## src/pbpm_pkg.sv

```systemverilog
// ==========================================================
// shared constants and types for the power manager
package pbpm_pkg;
    // ======================================================
    // clock and timing
    localparam int unsigned CLK_HZ = 20_000_000;      // system clock rate
    localparam int unsigned CLK_PER_US = CLK_HZ / 1_000_000;
    localparam int unsigned L0S_IDLE_NS = 6000;       // idle time before standby, 6 us
    // least time, so round up
    localparam int unsigned L0S_IDLE_CYC = (L0S_IDLE_NS * CLK_PER_US + 999) / 1000;
    localparam int unsigned PME_SAMPLE_US = 100;      // pme pin sampling period
    localparam int unsigned PME_SAMPLE_CYC = PME_SAMPLE_US * CLK_PER_US;
    localparam int unsigned CNT_W = 12;               // wide enough for both counts
    localparam logic [CNT_W-1:0] L0S_IDLE_MAX = CNT_W'(L0S_IDLE_CYC);
    // handshake lengths with the physical layer
    localparam int unsigned HS_W = 4;
    localparam logic [HS_W-1:0] L0S_EXIT_LAST = 4'h3; // standby exit, 4 cycles
    localparam logic [HS_W-1:0] L1_HS_LAST = 4'h7;    // l1 entry or exit, 8 cycles
    // ======================================================
    // software fields
    localparam logic [1:0] PSF_D0 = 2'h0;             // power state field: d0
    localparam logic [1:0] PSF_D3HOT = 2'h3;          // power state field: d3hot
    localparam int unsigned LSE_L0S_BIT = 0;          // standby enable bit position
    // ======================================================
    // secondary bus
    localparam int unsigned SEC_CLK_N = 5;            // number of secondary clocks
    // ======================================================
    // state types
    typedef enum logic [2:0] {
        LNK_L0, LNK_L0S, LNK_L0S_EXIT, LNK_L1_ENTRY, LNK_L1, LNK_L1_EXIT, LNK_L23
    } pbpm_link_t;
    typedef enum logic [1:0] {
        DEV_D0_UNINIT, DEV_D0_ACTIVE, DEV_D3_HOT, DEV_D3_COLD
    } pbpm_dev_t;
endpackage : pbpm_pkg

```

## src/pbpm_pme_sampler.sv

```systemverilog
`timescale 1ns/1ns
// ==========================================================
// pme pin synchroniser and periodic sampler
module pbpm_pme_sampler #(
    parameter int unsigned SAMPLE_CYC = pbpm_pkg::PME_SAMPLE_CYC
) (
    // clock and reset
    input wire logic sys_clk_in,
    input wire logic rst_n_in,
    // asynchronous pin, active low
    input wire logic pme_pin_n_in,
    // sampled result
    output logic tick_out,
    output logic pme_level_out
);
    import pbpm_pkg::*;
    localparam logic [CNT_W-1:0] LAST = CNT_W'(SAMPLE_CYC - 1);
    logic s1_r, s2_r, s3_r; // three stage synchroniser
    logic stable_r; // accepted pin level
    logic [CNT_W-1:0] cnt_r; // sample period counter
    logic [CNT_W-1:0] gap_r; // helper: cycles since last tick
    logic seen_r; // helper: a tick has happened
    // ======================================================
    // synchroniser: a change counts once stages two and three agree
    always_ff @(posedge sys_clk_in) begin
        if (!rst_n_in) begin
            s1_r <= 1'b1;
            s2_r <= 1'b1;
            s3_r <= 1'b1;
            stable_r <= 1'b1;
        end else begin
            s1_r <= pme_pin_n_in;
            s2_r <= s1_r;
            s3_r <= s2_r;
            if (s2_r == s3_r) begin
                stable_r <= s3_r;
            end
        end
    end
    // ======================================================
    // sample once per period; the pin is otherwise ignored
    always_ff @(posedge sys_clk_in) begin
        if (!rst_n_in) begin
            cnt_r <= '0;
            tick_out <= 1'b0;
            pme_level_out <= 1'b0;
        end else begin
            tick_out <= (cnt_r == LAST); // RQ19
            cnt_r <= (cnt_r == LAST) ? '0 : cnt_r + 1'b1;
            if (cnt_r == LAST) begin
                pme_level_out <= ~stable_r; // RQ19
            end
        end
    end
    // helper counter for the period check
    always_ff @(posedge sys_clk_in) begin
        if (!rst_n_in) begin
            gap_r <= '0;
            seen_r <= 1'b0;
        end else begin
            gap_r <= tick_out ? '0 : gap_r + 1'b1;
            seen_r <= seen_r | tick_out;
        end
    end
    chk_sample_period: assert property (@(posedge sys_clk_in) disable iff (!rst_n_in) // RQ19
        tick_out && seen_r |-> gap_r == LAST)
        else $error("pme sample period wrong");
endmodule : pbpm_pme_sampler

```

## src/pbpm_power_manager.sv

```systemverilog
`timescale 1ns/1ns
// Behaviour
// RQ1 - standby entry off until software enables it
// RQ2 - enter standby after 6 us transmit idle
// RQ3 - pending packets start standby exit
// RQ4 - traffic from either side wakes the link
// RQ5 - no packets sent while in standby
// RQ6 - receive stays open during transmit standby
// RQ7 - active power management never enters L1
// RQ8 - writing D3hot starts L1 entry
// RQ9 - no packets exchanged in L1
// RQ10 - L1 exit by device or partner
// RQ11 - turn-off message answered, then L2/L3 ready
// RQ12 - no packets in L2/L3 ready
// RQ13 - D0 uninitialised until an enable is set
// RQ14 - D3hot still accepts configuration accesses
// RQ15 - no soft reset flag set on D0 return
// RQ16 - software writes only D0 or D3hot
// RQ17 - pme message posted toward root complex
// RQ18 - link returned to L0 before pme message
// RQ19 - pme input sampled every 100 us
// RQ20 - no pme message in D3cold
// RQ21 - D3hot keeps secondary clocks, reset, pme
// RQ22 - L2/L3 ready: secondary bus off, pme ignored
// RQ23 - D0 write in L1 starts L1 exit
module pbpm_power_manager #(
    parameter int unsigned SEC_CLK_W = pbpm_pkg::SEC_CLK_N,
    parameter int unsigned PME_SAMPLE_CYC = pbpm_pkg::PME_SAMPLE_CYC
) (
    // clock and reset
    input wire logic sys_clk_in,
    input wire logic rst_n_in,
    // software configuration and power removal
    input wire logic [1:0] power_state_field_in,
    input wire logic power_state_wr_in,
    input wire logic [1:0] link_standby_enable_field_in,
    input wire logic mem_space_en_in,
    input wire logic io_space_en_in,
    input wire logic bus_master_en_in,
    input wire logic power_removed_in,
    // traffic and link events
    input wire logic tx_pkt_pending_in,
    input wire logic tx_pkt_sent_in,
    input wire logic rx_tlp_in,
    input wire logic pci_side_req_in,
    input wire logic partner_l1_exit_in,
    input wire logic pme_turn_off_in,
    // secondary bus pin
    input wire logic secondary_pme_request_n_in,
    // state view
    output pbpm_pkg::pbpm_link_t link_state_out,
    output pbpm_pkg::pbpm_dev_t dev_state_out,
    output logic no_soft_reset_out,
    output logic config_accept_out,
    // packet gating and messages
    output logic tx_allow_out,
    output logic rx_accept_out,
    output logic pme_msg_out,
    output logic pme_to_ack_out,
    // secondary bus control
    output logic [SEC_CLK_W-1:0] secondary_clock_outputs_en_out,
    output logic secondary_bus_reset_n_out,
    output logic secondary_bus_enable_out
);
    import pbpm_pkg::*;

    // ======================================================
    // declarations
    pbpm_link_t link_r; // link power state
    pbpm_link_t link_nxt; // its next value
    pbpm_dev_t dev_r; // device power state
    logic no_soft_r; // no soft reset flag
    logic [CNT_W-1:0] idle_cnt_r; // transmit idle cycles
    logic [HS_W-1:0] hs_cnt_r; // physical handshake cycles
    logic pme_pend_r; // pme message waiting for L0
    logic toff_pend_r; // turn-off ack waiting for L0
    logic pme_prev_r; // pme level at previous sample
    logic tick; // sampler period pulse
    logic pme_level; // sampled pme request
    logic l0s_en; // software standby enable
    logic d0_write; // software moves d3hot to d0
    logic wake; // anything needing the link in L0
    logic want_l1; // d3hot with nothing to send
    logic l1_wake; // reason to leave L1
    logic send_pme; // pme message goes out now
    logic send_ack; // turn-off ack goes out now
    logic pme_edge; // new pme request at a sample
    logic pme_ok; // pme input is honoured

    // ======================================================
    // pme pin sampling
    pbpm_pme_sampler #(
        .SAMPLE_CYC(PME_SAMPLE_CYC)
    ) u_sampler (
        .sys_clk_in(sys_clk_in),
        .rst_n_in(rst_n_in),
        .pme_pin_n_in(secondary_pme_request_n_in),
        .tick_out(tick),
        .pme_level_out(pme_level)
    );

    // ======================================================
    // combinational decisions
    always_comb begin
        l0s_en = link_standby_enable_field_in[LSE_L0S_BIT]; // RQ1
        d0_write = power_state_wr_in && (power_state_field_in == PSF_D0)
            && (dev_r == DEV_D3_HOT);
        // pme only from powered states short of L2/L3 ready
        pme_ok = (dev_r != DEV_D3_COLD) && !power_removed_in // RQ20
            && (link_r != LNK_L23); // RQ22
        pme_edge = tick && pme_level && !pme_prev_r && pme_ok;
        // traffic from either side needs L0
        wake = tx_pkt_pending_in || rx_tlp_in || pci_side_req_in // RQ3 RQ4
            || pme_pend_r || toff_pend_r; // RQ18
        want_l1 = (dev_r == DEV_D3_HOT) && !pme_pend_r && !toff_pend_r
            && !tx_pkt_pending_in; // RQ7
        l1_wake = partner_l1_exit_in || pme_pend_r || toff_pend_r // RQ10
            || (dev_r != DEV_D3_HOT); // RQ23
        // the ack goes first; power removal makes a pme moot
        send_ack = (link_r == LNK_L0) && toff_pend_r; // RQ11
        send_pme = (link_r == LNK_L0) && pme_pend_r && !toff_pend_r; // RQ18
    end

    // ======================================================
    // link state: next value
    always_comb begin
        link_nxt = link_r;
        unique case (link_r)
            LNK_L0: begin
                if (send_ack) begin
                    link_nxt = LNK_L23; // RQ11
                end else if (want_l1) begin
                    link_nxt = LNK_L1_ENTRY; // RQ8
                end else if (l0s_en && (idle_cnt_r == L0S_IDLE_MAX) && !wake
                    && (dev_r != DEV_D3_HOT)) begin
                    link_nxt = LNK_L0S; // RQ2
                end
            end
            LNK_L0S: begin
                // transmitter only; the receiver is untouched
                if (want_l1) begin
                    link_nxt = LNK_L1_ENTRY;
                end else if (wake) begin
                    link_nxt = LNK_L0S_EXIT; // RQ3 RQ4
                end
            end
            LNK_L0S_EXIT: begin
                if (hs_cnt_r == L0S_EXIT_LAST) begin
                    link_nxt = LNK_L0;
                end
            end
            LNK_L1_ENTRY: begin
                // abort if software or an event changed its mind
                if (!want_l1) begin
                    link_nxt = LNK_L0;
                end else if (hs_cnt_r == L1_HS_LAST) begin
                    link_nxt = LNK_L1;
                end
            end
            LNK_L1: begin
                if (l1_wake) begin
                    link_nxt = LNK_L1_EXIT; // RQ10 RQ23
                end
            end
            LNK_L1_EXIT: begin
                if (hs_cnt_r == L1_HS_LAST) begin
                    link_nxt = LNK_L0;
                end
            end
            LNK_L23: begin
                // left only by reset once power returns
                link_nxt = LNK_L23;
            end
            default: begin
                link_nxt = LNK_L0;
            end
        endcase
    end

    // ======================================================
    // link state register
    always_ff @(posedge sys_clk_in) begin
        if (!rst_n_in) begin
            link_r <= LNK_L0;
        end else begin
            link_r <= link_nxt;
        end
    end

    // handshake counter restarts on every state change
    always_ff @(posedge sys_clk_in) begin
        if (!rst_n_in) begin
            hs_cnt_r <= '0;
        end else if (link_nxt != link_r) begin
            hs_cnt_r <= '0;
        end else if (hs_cnt_r != L1_HS_LAST) begin
            hs_cnt_r <= hs_cnt_r + 1'b1;
        end
    end

    // transmit idle time, only counted in L0
    always_ff @(posedge sys_clk_in) begin
        if (!rst_n_in) begin
            idle_cnt_r <= '0;
        end else if ((link_r != LNK_L0) || tx_pkt_sent_in || tx_pkt_pending_in) begin
            idle_cnt_r <= '0; // RQ2
        end else if (idle_cnt_r != L0S_IDLE_MAX) begin
            idle_cnt_r <= idle_cnt_r + 1'b1; // RQ2
        end
    end

    // ======================================================
    // device power state
    always_ff @(posedge sys_clk_in) begin
        if (!rst_n_in) begin
            dev_r <= DEV_D0_UNINIT; // RQ13
        end else if (power_removed_in) begin
            dev_r <= DEV_D3_COLD;
        end else if (dev_r != DEV_D3_COLD) begin
            // d1 and d2 writes are ignored: they are unsupported
            if (power_state_wr_in && (power_state_field_in == PSF_D3HOT)) begin
                dev_r <= DEV_D3_HOT; // RQ8 RQ16
            end else if (d0_write) begin
                dev_r <= DEV_D0_UNINIT; // RQ14
            end else if ((dev_r == DEV_D0_UNINIT)
                && (mem_space_en_in || io_space_en_in || bus_master_en_in)) begin
                dev_r <= DEV_D0_ACTIVE; // RQ13
            end
        end
    end

    // no soft reset flag, held until the next reset
    always_ff @(posedge sys_clk_in) begin
        if (!rst_n_in) begin
            no_soft_r <= 1'b0;
        end else if (d0_write) begin
            no_soft_r <= 1'b1; // RQ15
        end
    end

    // ======================================================
    // pending messages; a new event beats the clear
    always_ff @(posedge sys_clk_in) begin
        if (!rst_n_in) begin
            pme_pend_r <= 1'b0;
            pme_prev_r <= 1'b0;
        end else begin
            if (tick) begin
                pme_prev_r <= pme_level;
            end
            if (pme_edge) begin
                pme_pend_r <= 1'b1; // RQ19
            end else if (send_pme || !pme_ok) begin
                pme_pend_r <= 1'b0; // RQ20 RQ22
            end
        end
    end

    always_ff @(posedge sys_clk_in) begin
        if (!rst_n_in) begin
            toff_pend_r <= 1'b0;
        end else if (pme_turn_off_in && (link_r != LNK_L23)) begin
            toff_pend_r <= 1'b1; // RQ11
        end else if (send_ack) begin
            toff_pend_r <= 1'b0;
        end
    end

    // ======================================================
    // registered outputs; gating uses the next state so it
    // matches the link state in every cycle
    always_ff @(posedge sys_clk_in) begin
        if (!rst_n_in) begin
            link_state_out <= LNK_L0;
            dev_state_out <= DEV_D0_UNINIT;
            no_soft_reset_out <= 1'b0;
            config_accept_out <= 1'b1;
            tx_allow_out <= 1'b1;
            rx_accept_out <= 1'b1;
            pme_msg_out <= 1'b0;
            pme_to_ack_out <= 1'b0;
        end else begin
            link_state_out <= link_nxt;
            dev_state_out <= dev_r;
            no_soft_reset_out <= no_soft_r;
            config_accept_out <= (dev_r != DEV_D3_COLD); // RQ14
            tx_allow_out <= (link_nxt == LNK_L0); // RQ5 RQ9 RQ12
            rx_accept_out <= (link_nxt == LNK_L0) || (link_nxt == LNK_L0S)
                || (link_nxt == LNK_L0S_EXIT); // RQ6
            pme_msg_out <= send_pme; // RQ17
            pme_to_ack_out <= send_ack; // RQ11
        end
    end

    // secondary bus follows device and link state
    always_ff @(posedge sys_clk_in) begin
        if (!rst_n_in) begin
            secondary_clock_outputs_en_out <= '1;
            secondary_bus_reset_n_out <= 1'b1;
            secondary_bus_enable_out <= 1'b0;
        end else if ((link_r == LNK_L23) || (dev_r == DEV_D3_COLD)) begin
            secondary_clock_outputs_en_out <= '0; // RQ22
            secondary_bus_reset_n_out <= 1'b0;
            secondary_bus_enable_out <= 1'b0;
        end else begin
            secondary_clock_outputs_en_out <= '1; // RQ21
            secondary_bus_reset_n_out <= 1'b1;
            secondary_bus_enable_out <= (dev_r != DEV_D3_HOT); // RQ21
        end
    end

    // ======================================================
    // checks
    chk_l0s_needs_enable: assert property (@(posedge sys_clk_in) disable iff (!rst_n_in) // RQ1
        (link_r == LNK_L0) ##1 (link_r == LNK_L0S) |-> $past(l0s_en))
        else $error("standby entered while disabled");
    chk_l0s_idle_time: assert property (@(posedge sys_clk_in) disable iff (!rst_n_in) // RQ2
        $rose(link_r == LNK_L0S) && $past(link_r == LNK_L0) |-> $past(idle_cnt_r) == L0S_IDLE_MAX)
        else $error("standby entered before idle time");
    chk_l0s_exit_pend: assert property (@(posedge sys_clk_in) disable iff (!rst_n_in) // RQ3
        (link_r == LNK_L0S) && tx_pkt_pending_in && !want_l1 |=> link_r == LNK_L0S_EXIT
        ##[4:4] link_r == LNK_L0)
        else $error("standby exit not started");
    chk_pci_wake: assert property (@(posedge sys_clk_in) disable iff (!rst_n_in) // RQ4
        (link_r == LNK_L0S) && pci_side_req_in && !want_l1 |=> link_r == LNK_L0S_EXIT)
        else $error("pci side request did not wake link");
    chk_tx_gated: assert property (@(posedge sys_clk_in) disable iff (!rst_n_in) // RQ5
        tx_allow_out |-> link_state_out == LNK_L0)
        else $error("transmit allowed outside L0");
    chk_l1_only_d3: assert property (@(posedge sys_clk_in) disable iff (!rst_n_in) // RQ7
        $rose(link_r == LNK_L1) |-> $past(dev_r) == DEV_D3_HOT)
        else $error("L1 reached outside d3hot");
    chk_d3_l1_entry: assert property (@(posedge sys_clk_in) disable iff (!rst_n_in) // RQ8
        (link_r == LNK_L0) && want_l1 && !toff_pend_r |=> (link_r == LNK_L1_ENTRY)
        ##8 (link_r == LNK_L1) || !want_l1)
        else $error("d3hot did not lead to L1");
    chk_l1_exit: assert property (@(posedge sys_clk_in) disable iff (!rst_n_in) // RQ10
        (link_r == LNK_L1) && partner_l1_exit_in |=> link_r == LNK_L1_EXIT ##8 link_r == LNK_L0)
        else $error("partner L1 exit not honoured");
    chk_turnoff_ack: assert property (@(posedge sys_clk_in) disable iff (!rst_n_in) // RQ11
        (link_r == LNK_L0) && toff_pend_r |=> (link_r == LNK_L23) && pme_to_ack_out)
        else $error("turn-off not acknowledged");
    chk_d0_active: assert property (@(posedge sys_clk_in) disable iff (!rst_n_in) // RQ13
        (dev_r == DEV_D0_UNINIT) && (mem_space_en_in || io_space_en_in || bus_master_en_in)
        && !power_state_wr_in && !power_removed_in |=> dev_r == DEV_D0_ACTIVE)
        else $error("enable did not activate d0");
    chk_no_soft_rst: assert property (@(posedge sys_clk_in) disable iff (!rst_n_in) // RQ15
        d0_write |-> ##2 no_soft_reset_out)
        else $error("no soft reset flag not set");
    chk_pme_in_l0: assert property (@(posedge sys_clk_in) disable iff (!rst_n_in) // RQ18
        pme_msg_out |-> $past(link_r) == LNK_L0)
        else $error("pme message outside L0");
    chk_pme_cold: assert property (@(posedge sys_clk_in) disable iff (!rst_n_in) // RQ20
        (dev_r == DEV_D3_COLD) |-> !pme_pend_r ##1 !pme_msg_out)
        else $error("pme in d3cold");
    chk_d3_sec_bus: assert property (@(posedge sys_clk_in) disable iff (!rst_n_in) // RQ21
        (dev_r == DEV_D3_HOT) && (link_r == LNK_L1) |=> (&secondary_clock_outputs_en_out)
        && secondary_bus_reset_n_out && !secondary_bus_enable_out)
        else $error("secondary bus wrong in d3hot");
    chk_l23_bus_off: assert property (@(posedge sys_clk_in) disable iff (!rst_n_in) // RQ22
        (link_r == LNK_L23) |=> !secondary_bus_enable_out && !pme_pend_r)
        else $error("secondary bus alive in L2/L3 ready");
    chk_d0_leaves_l1: assert property (@(posedge sys_clk_in) disable iff (!rst_n_in) // RQ23
        (link_r == LNK_L1) && d0_write && !power_removed_in |=> ##1 link_r == LNK_L1_EXIT)
        else $error("d0 write did not leave L1");
    cov_l0s: cover property (@(posedge sys_clk_in) link_r == LNK_L0S ##1 link_r == LNK_L0S_EXIT);
    cov_l1: cover property (@(posedge sys_clk_in) link_r == LNK_L1 ##1 link_r == LNK_L1_EXIT);
    cov_l23: cover property (@(posedge sys_clk_in) pme_to_ack_out);
    cov_pme: cover property (@(posedge sys_clk_in) pme_msg_out && dev_state_out == DEV_D3_HOT);
endmodule : pbpm_power_manager

```

## config.mk

```make
export PLATFORM = sky130hd
export DESIGN_NAME = pbpm_power_manager
export DESIGN_NICKNAME = d
export VERILOG_FILES = /design/src/pbpm_pkg.sv /design/src/pbpm_pme_sampler.sv /design/src/pbpm_power_manager.sv
export SDC_FILE = /design/constraint.sdc
export NUM_CORES = 1
export LEC_CHECK = 0
export BUFFER_PORTS_ARGS = -buffer_cell sky130_fd_sc_hd__buf_2
export CAP_MARGIN = 20
export CORE_UTILIZATION = 25
export CTS_BUF_LIST = sky130_fd_sc_hd__clkbuf_16
export DETAILED_ROUTE_END_ITERATION = 16
export GPL_TIMING_DRIVEN = 0
export PLACE_DENSITY = 0.51
export SLEW_MARGIN = 10
export SYNTH_ARGS = -nofsm -noshare
export SYNTH_HDL_FRONTEND = slang
export SYNTH_SLANG_ARGS = --single-unit
export TNS_END_PERCENT = 1
```

## constraint.sdc

```tcl
create_clock -name sys_clk_in -period 1.8 [get_ports sys_clk_in]
set_input_delay 0.36 -clock sys_clk_in [delete_from_list [all_inputs] [get_ports sys_clk_in]]
set_output_delay 0.36 -clock sys_clk_in [all_outputs]
set_load 0.03 [all_outputs]
```

==> flow_summary_export.csv <==
group,metric,value,unit
outcome,status,"finished clean",
clock_network,clock_path_buffers,2,
pwr,p_int,1.940,mW
pwr,vdd_drop_max,0.0004419,V
grt,grt_max_degree,18,
pwr,pwr-share-seq,0.475,
floorplan,dieArea,0.01019,mm^2
setup_path,startpoint_type,"register",
finish,layout-drive-gt1-share,0.2722,
finish,syn_to_final_growth,23.71,%
setup_path,endpoint_kind,"register",
synth,synth_top_cell_area_share,0.4333,
pwr,p_sw_frac,0.2806,
synth,synth-async-reset-ratio,0,
timing,max_freq,0.5807,GHz
drt,routed_wl,4.952,mm
clock_network,cts_sinks,53,
floorplan,start_util,0.2613,
synth,synthesis.instances,270,
timing,maxSlewViolCount,0,
floorplan,placementRows,35,
timing,hold_violations,0,
place,place_congestion,0.7922,
grt,grt_pass1_wl,8.238,mm
clock_network,ctsHoldBuffers,0,
min_path,hp-class,"input pin to register",
pwr,pwr-share-comb,0.174,
finish,antenna_cells,0,
synth,postSynthNetCount,292,
pwr,power,2.696,mW
drt,drt_iter0_drc,73,
timing,period_minus_slack,1.722,ns
floorplan,die_w,101.0,um
synth,ys_top_cells_by_count,"53 x dfxtp_1, 41 x nor2_1, 18 x nand3_1",
synth,synth_area_per_cell,9.069,um^2
timing,tightest_slew,0.4338,ns
pwr,power.switching,0.7564,mW
setup_path,critical_path_arrival,1.89,ns
synth,yosysSeqAreaShare,0.4333,
synth,synth.distinct_cells,52,
job,maxCapViolCount,0,
finish,fin_area,0.003029,mm^2
clock_network,cts_root_buf,"clkbuf_16",
synth,synth_flop_cell,"dfxtp_1",
drt,vias,1943,
grt,grt.total_usage,0.1017,
pwr,leakage,1.140,nW
drt,vias_per_cell,4.366,
synth,yosysTopAreaCell,"dfxtp_1",
drt,firstDrtPassIters,4,
floorplan,ios,36,
setup_path,critPathMaxFanout,8,
pwr,powerDensity,890.0,mW/mm^2
clock_network,cts_inserted_buffers,5,
setup_path,critPathKind,"register to register",
pwr,clkPwrFrac,0.351,
drt,postRouteAntennaNets,0,
timing,final.period_utilization,0.9566,
synth,yosysWarnings,0,
synth,ys_top_cells_by_area,"dfxtp_1 43%, nor2_1 6.3%, xor2_1 3.9%",
finish,nets,337,
finish,post-route-util,0.3232,
floorplan,fp.dieH,101.0,um
drt,wire_per_inst,11.13,um
floorplan,fp.coreArea,0.009371,mm^2
synth,syn-cell-area,0.002449,mm^2
timing,skew,0.005556,ns
timing,setup_violations,0,
grt,antenna_found_initial,0,
synth,synth-edff-count,0,
place,port_buffers,34,
clock_network,insertion_delay,0.29,ns
place,hpwl,3.569,mm
clock_network,clkTransAtPathRegs,0.07,ns
synth,synth_seq_cells,53,
timing,tns,0,ns
setup_path,crit_required,1.96,ns
place,dpl-instance-area,0.002780,mm^2
drt,post-route-drc-count,0,
timing,hold_slack,0.2532,ns
clock_network,h-tree-depth,2,
clock_network,tritoncts,"built",
synth,yosysMostFrequentCell,"dfxtp_1",
timing,slew_headroom,0.7108,
grt,overflow,0,
grt,grt_pass1_vias,1761,
==> sequential cells by signal (all words and copies together), names as in the netlist, 2 cells and up <==
signal,cells
link_state_out,3
u_sampler.cnt_r,12
idle_cnt_r,12
dev_state_out,2
hs_cnt_r,4
dev_r,2
==> critical path: stages (launching register included) <==
cell and delay, ns:
dfxtp_1 0.53, nand2b_1 0.27, nand3_1 0.09, or3_4 0.42, a41oi_4 0.21, nor4b_2 0.08
==> logic make-up (layout without fill, tap and decap cells) <==
group	Yosys count	after routing	synth area share
AO/OA/AOI/OAI	31	31	0.09045
XOR/XNOR	21	21	0.07511
adder cells (fa/ha/maj)	4	4	0.02044
buffers and inverters	20	66	0.04650
flip-flops	53	53	0.4333
multiplexers	1	1	0.004088
AND/OR/NAND/NOR	140	140	0.3301
==> metrics by stage <==
step	setup WS [ns]	cells
floorplan	0.1516	270
detailed placement	-0.008904	433
global route	-0.002257	445
finish	0.07805	445
CTS	0.002921	441
global placement	0.004173	433
==> power by group through the flow <==
stage | Clock [mW] | Combinational (mW) | Sequential, mW
floorplan | 0 | 0.279 | 1.35
global placement | 0 | 0.450 | 1.30
detailed placement | 0 | 0.450 | 1.30
CTS | 0.988 | 0.452 | 1.27
global route | 1.03 | 0.518 | 1.29
finish | 0.947 | 0.470 | 1.28
==> metal layers <==
metal | part of all wire | wire length [um] | global-route usage
met2 | 0.47 | 2344 | 0.1670
met4 | 0.017 | 83 | 0.04236
met1 | 0.48 | 2385 | 0.1297
met3 | 0.028 | 138 | 0.02080
met5 | 0 | 0 | 0
==> worst paths after layout <==
path | from | end | slack, ns | cells past startpoint
worst min register to register | u_sampler.s1_r | u_sampler.s2_r | 0.41 | 1
worst max register to register | dev_r[0] | hs_cnt_r[3] | 0.08 | 5
worst min-delay path | secondary_pme_request_n_in | u_sampler.s1_r | 0.25 | 2
worst max-delay path | dev_r[0] | hs_cnt_r[3] | 0.08 | 5
==> area by class of cell <==
type | instances | area, um^2
Fill cell | 983 | 6342
Multi-Input combinational cell | 197 | 1330
Sequential cell | 53 | 1069
Timing Repair Buffer | 38 | 200.2
Tap cell | 129 | 161.4
Clock buffer | 5 | 125.1
Buffer | 14 | 100.1
Inverter | 6 | 22.52
Clock inverter | 3 | 21.27
==> layout by cell type (no fill, tap or decap), drive strengths merged, types with 4 or more instances in the layout <==
cell and count:
clkbuf 9, and2 8, a21oi 8, o21ai 7, nand4 10, nand3 19
nand2 17, xor2 11, nor2 45, xnor2 10, nor2b 4, nor3 7
inv 7, dfxtp 53, o21a 4, nand2b 8, ha 4, buf 48
==> what timing repair did <==
item	CTS	global route
buffers inserted	0	4
gates resized for setup	1	20
pin swaps	1	6
endpoints found under the hold margin	0	0
endpoints found under the setup margin	10	17
Power figures use the tool's default switching activity.
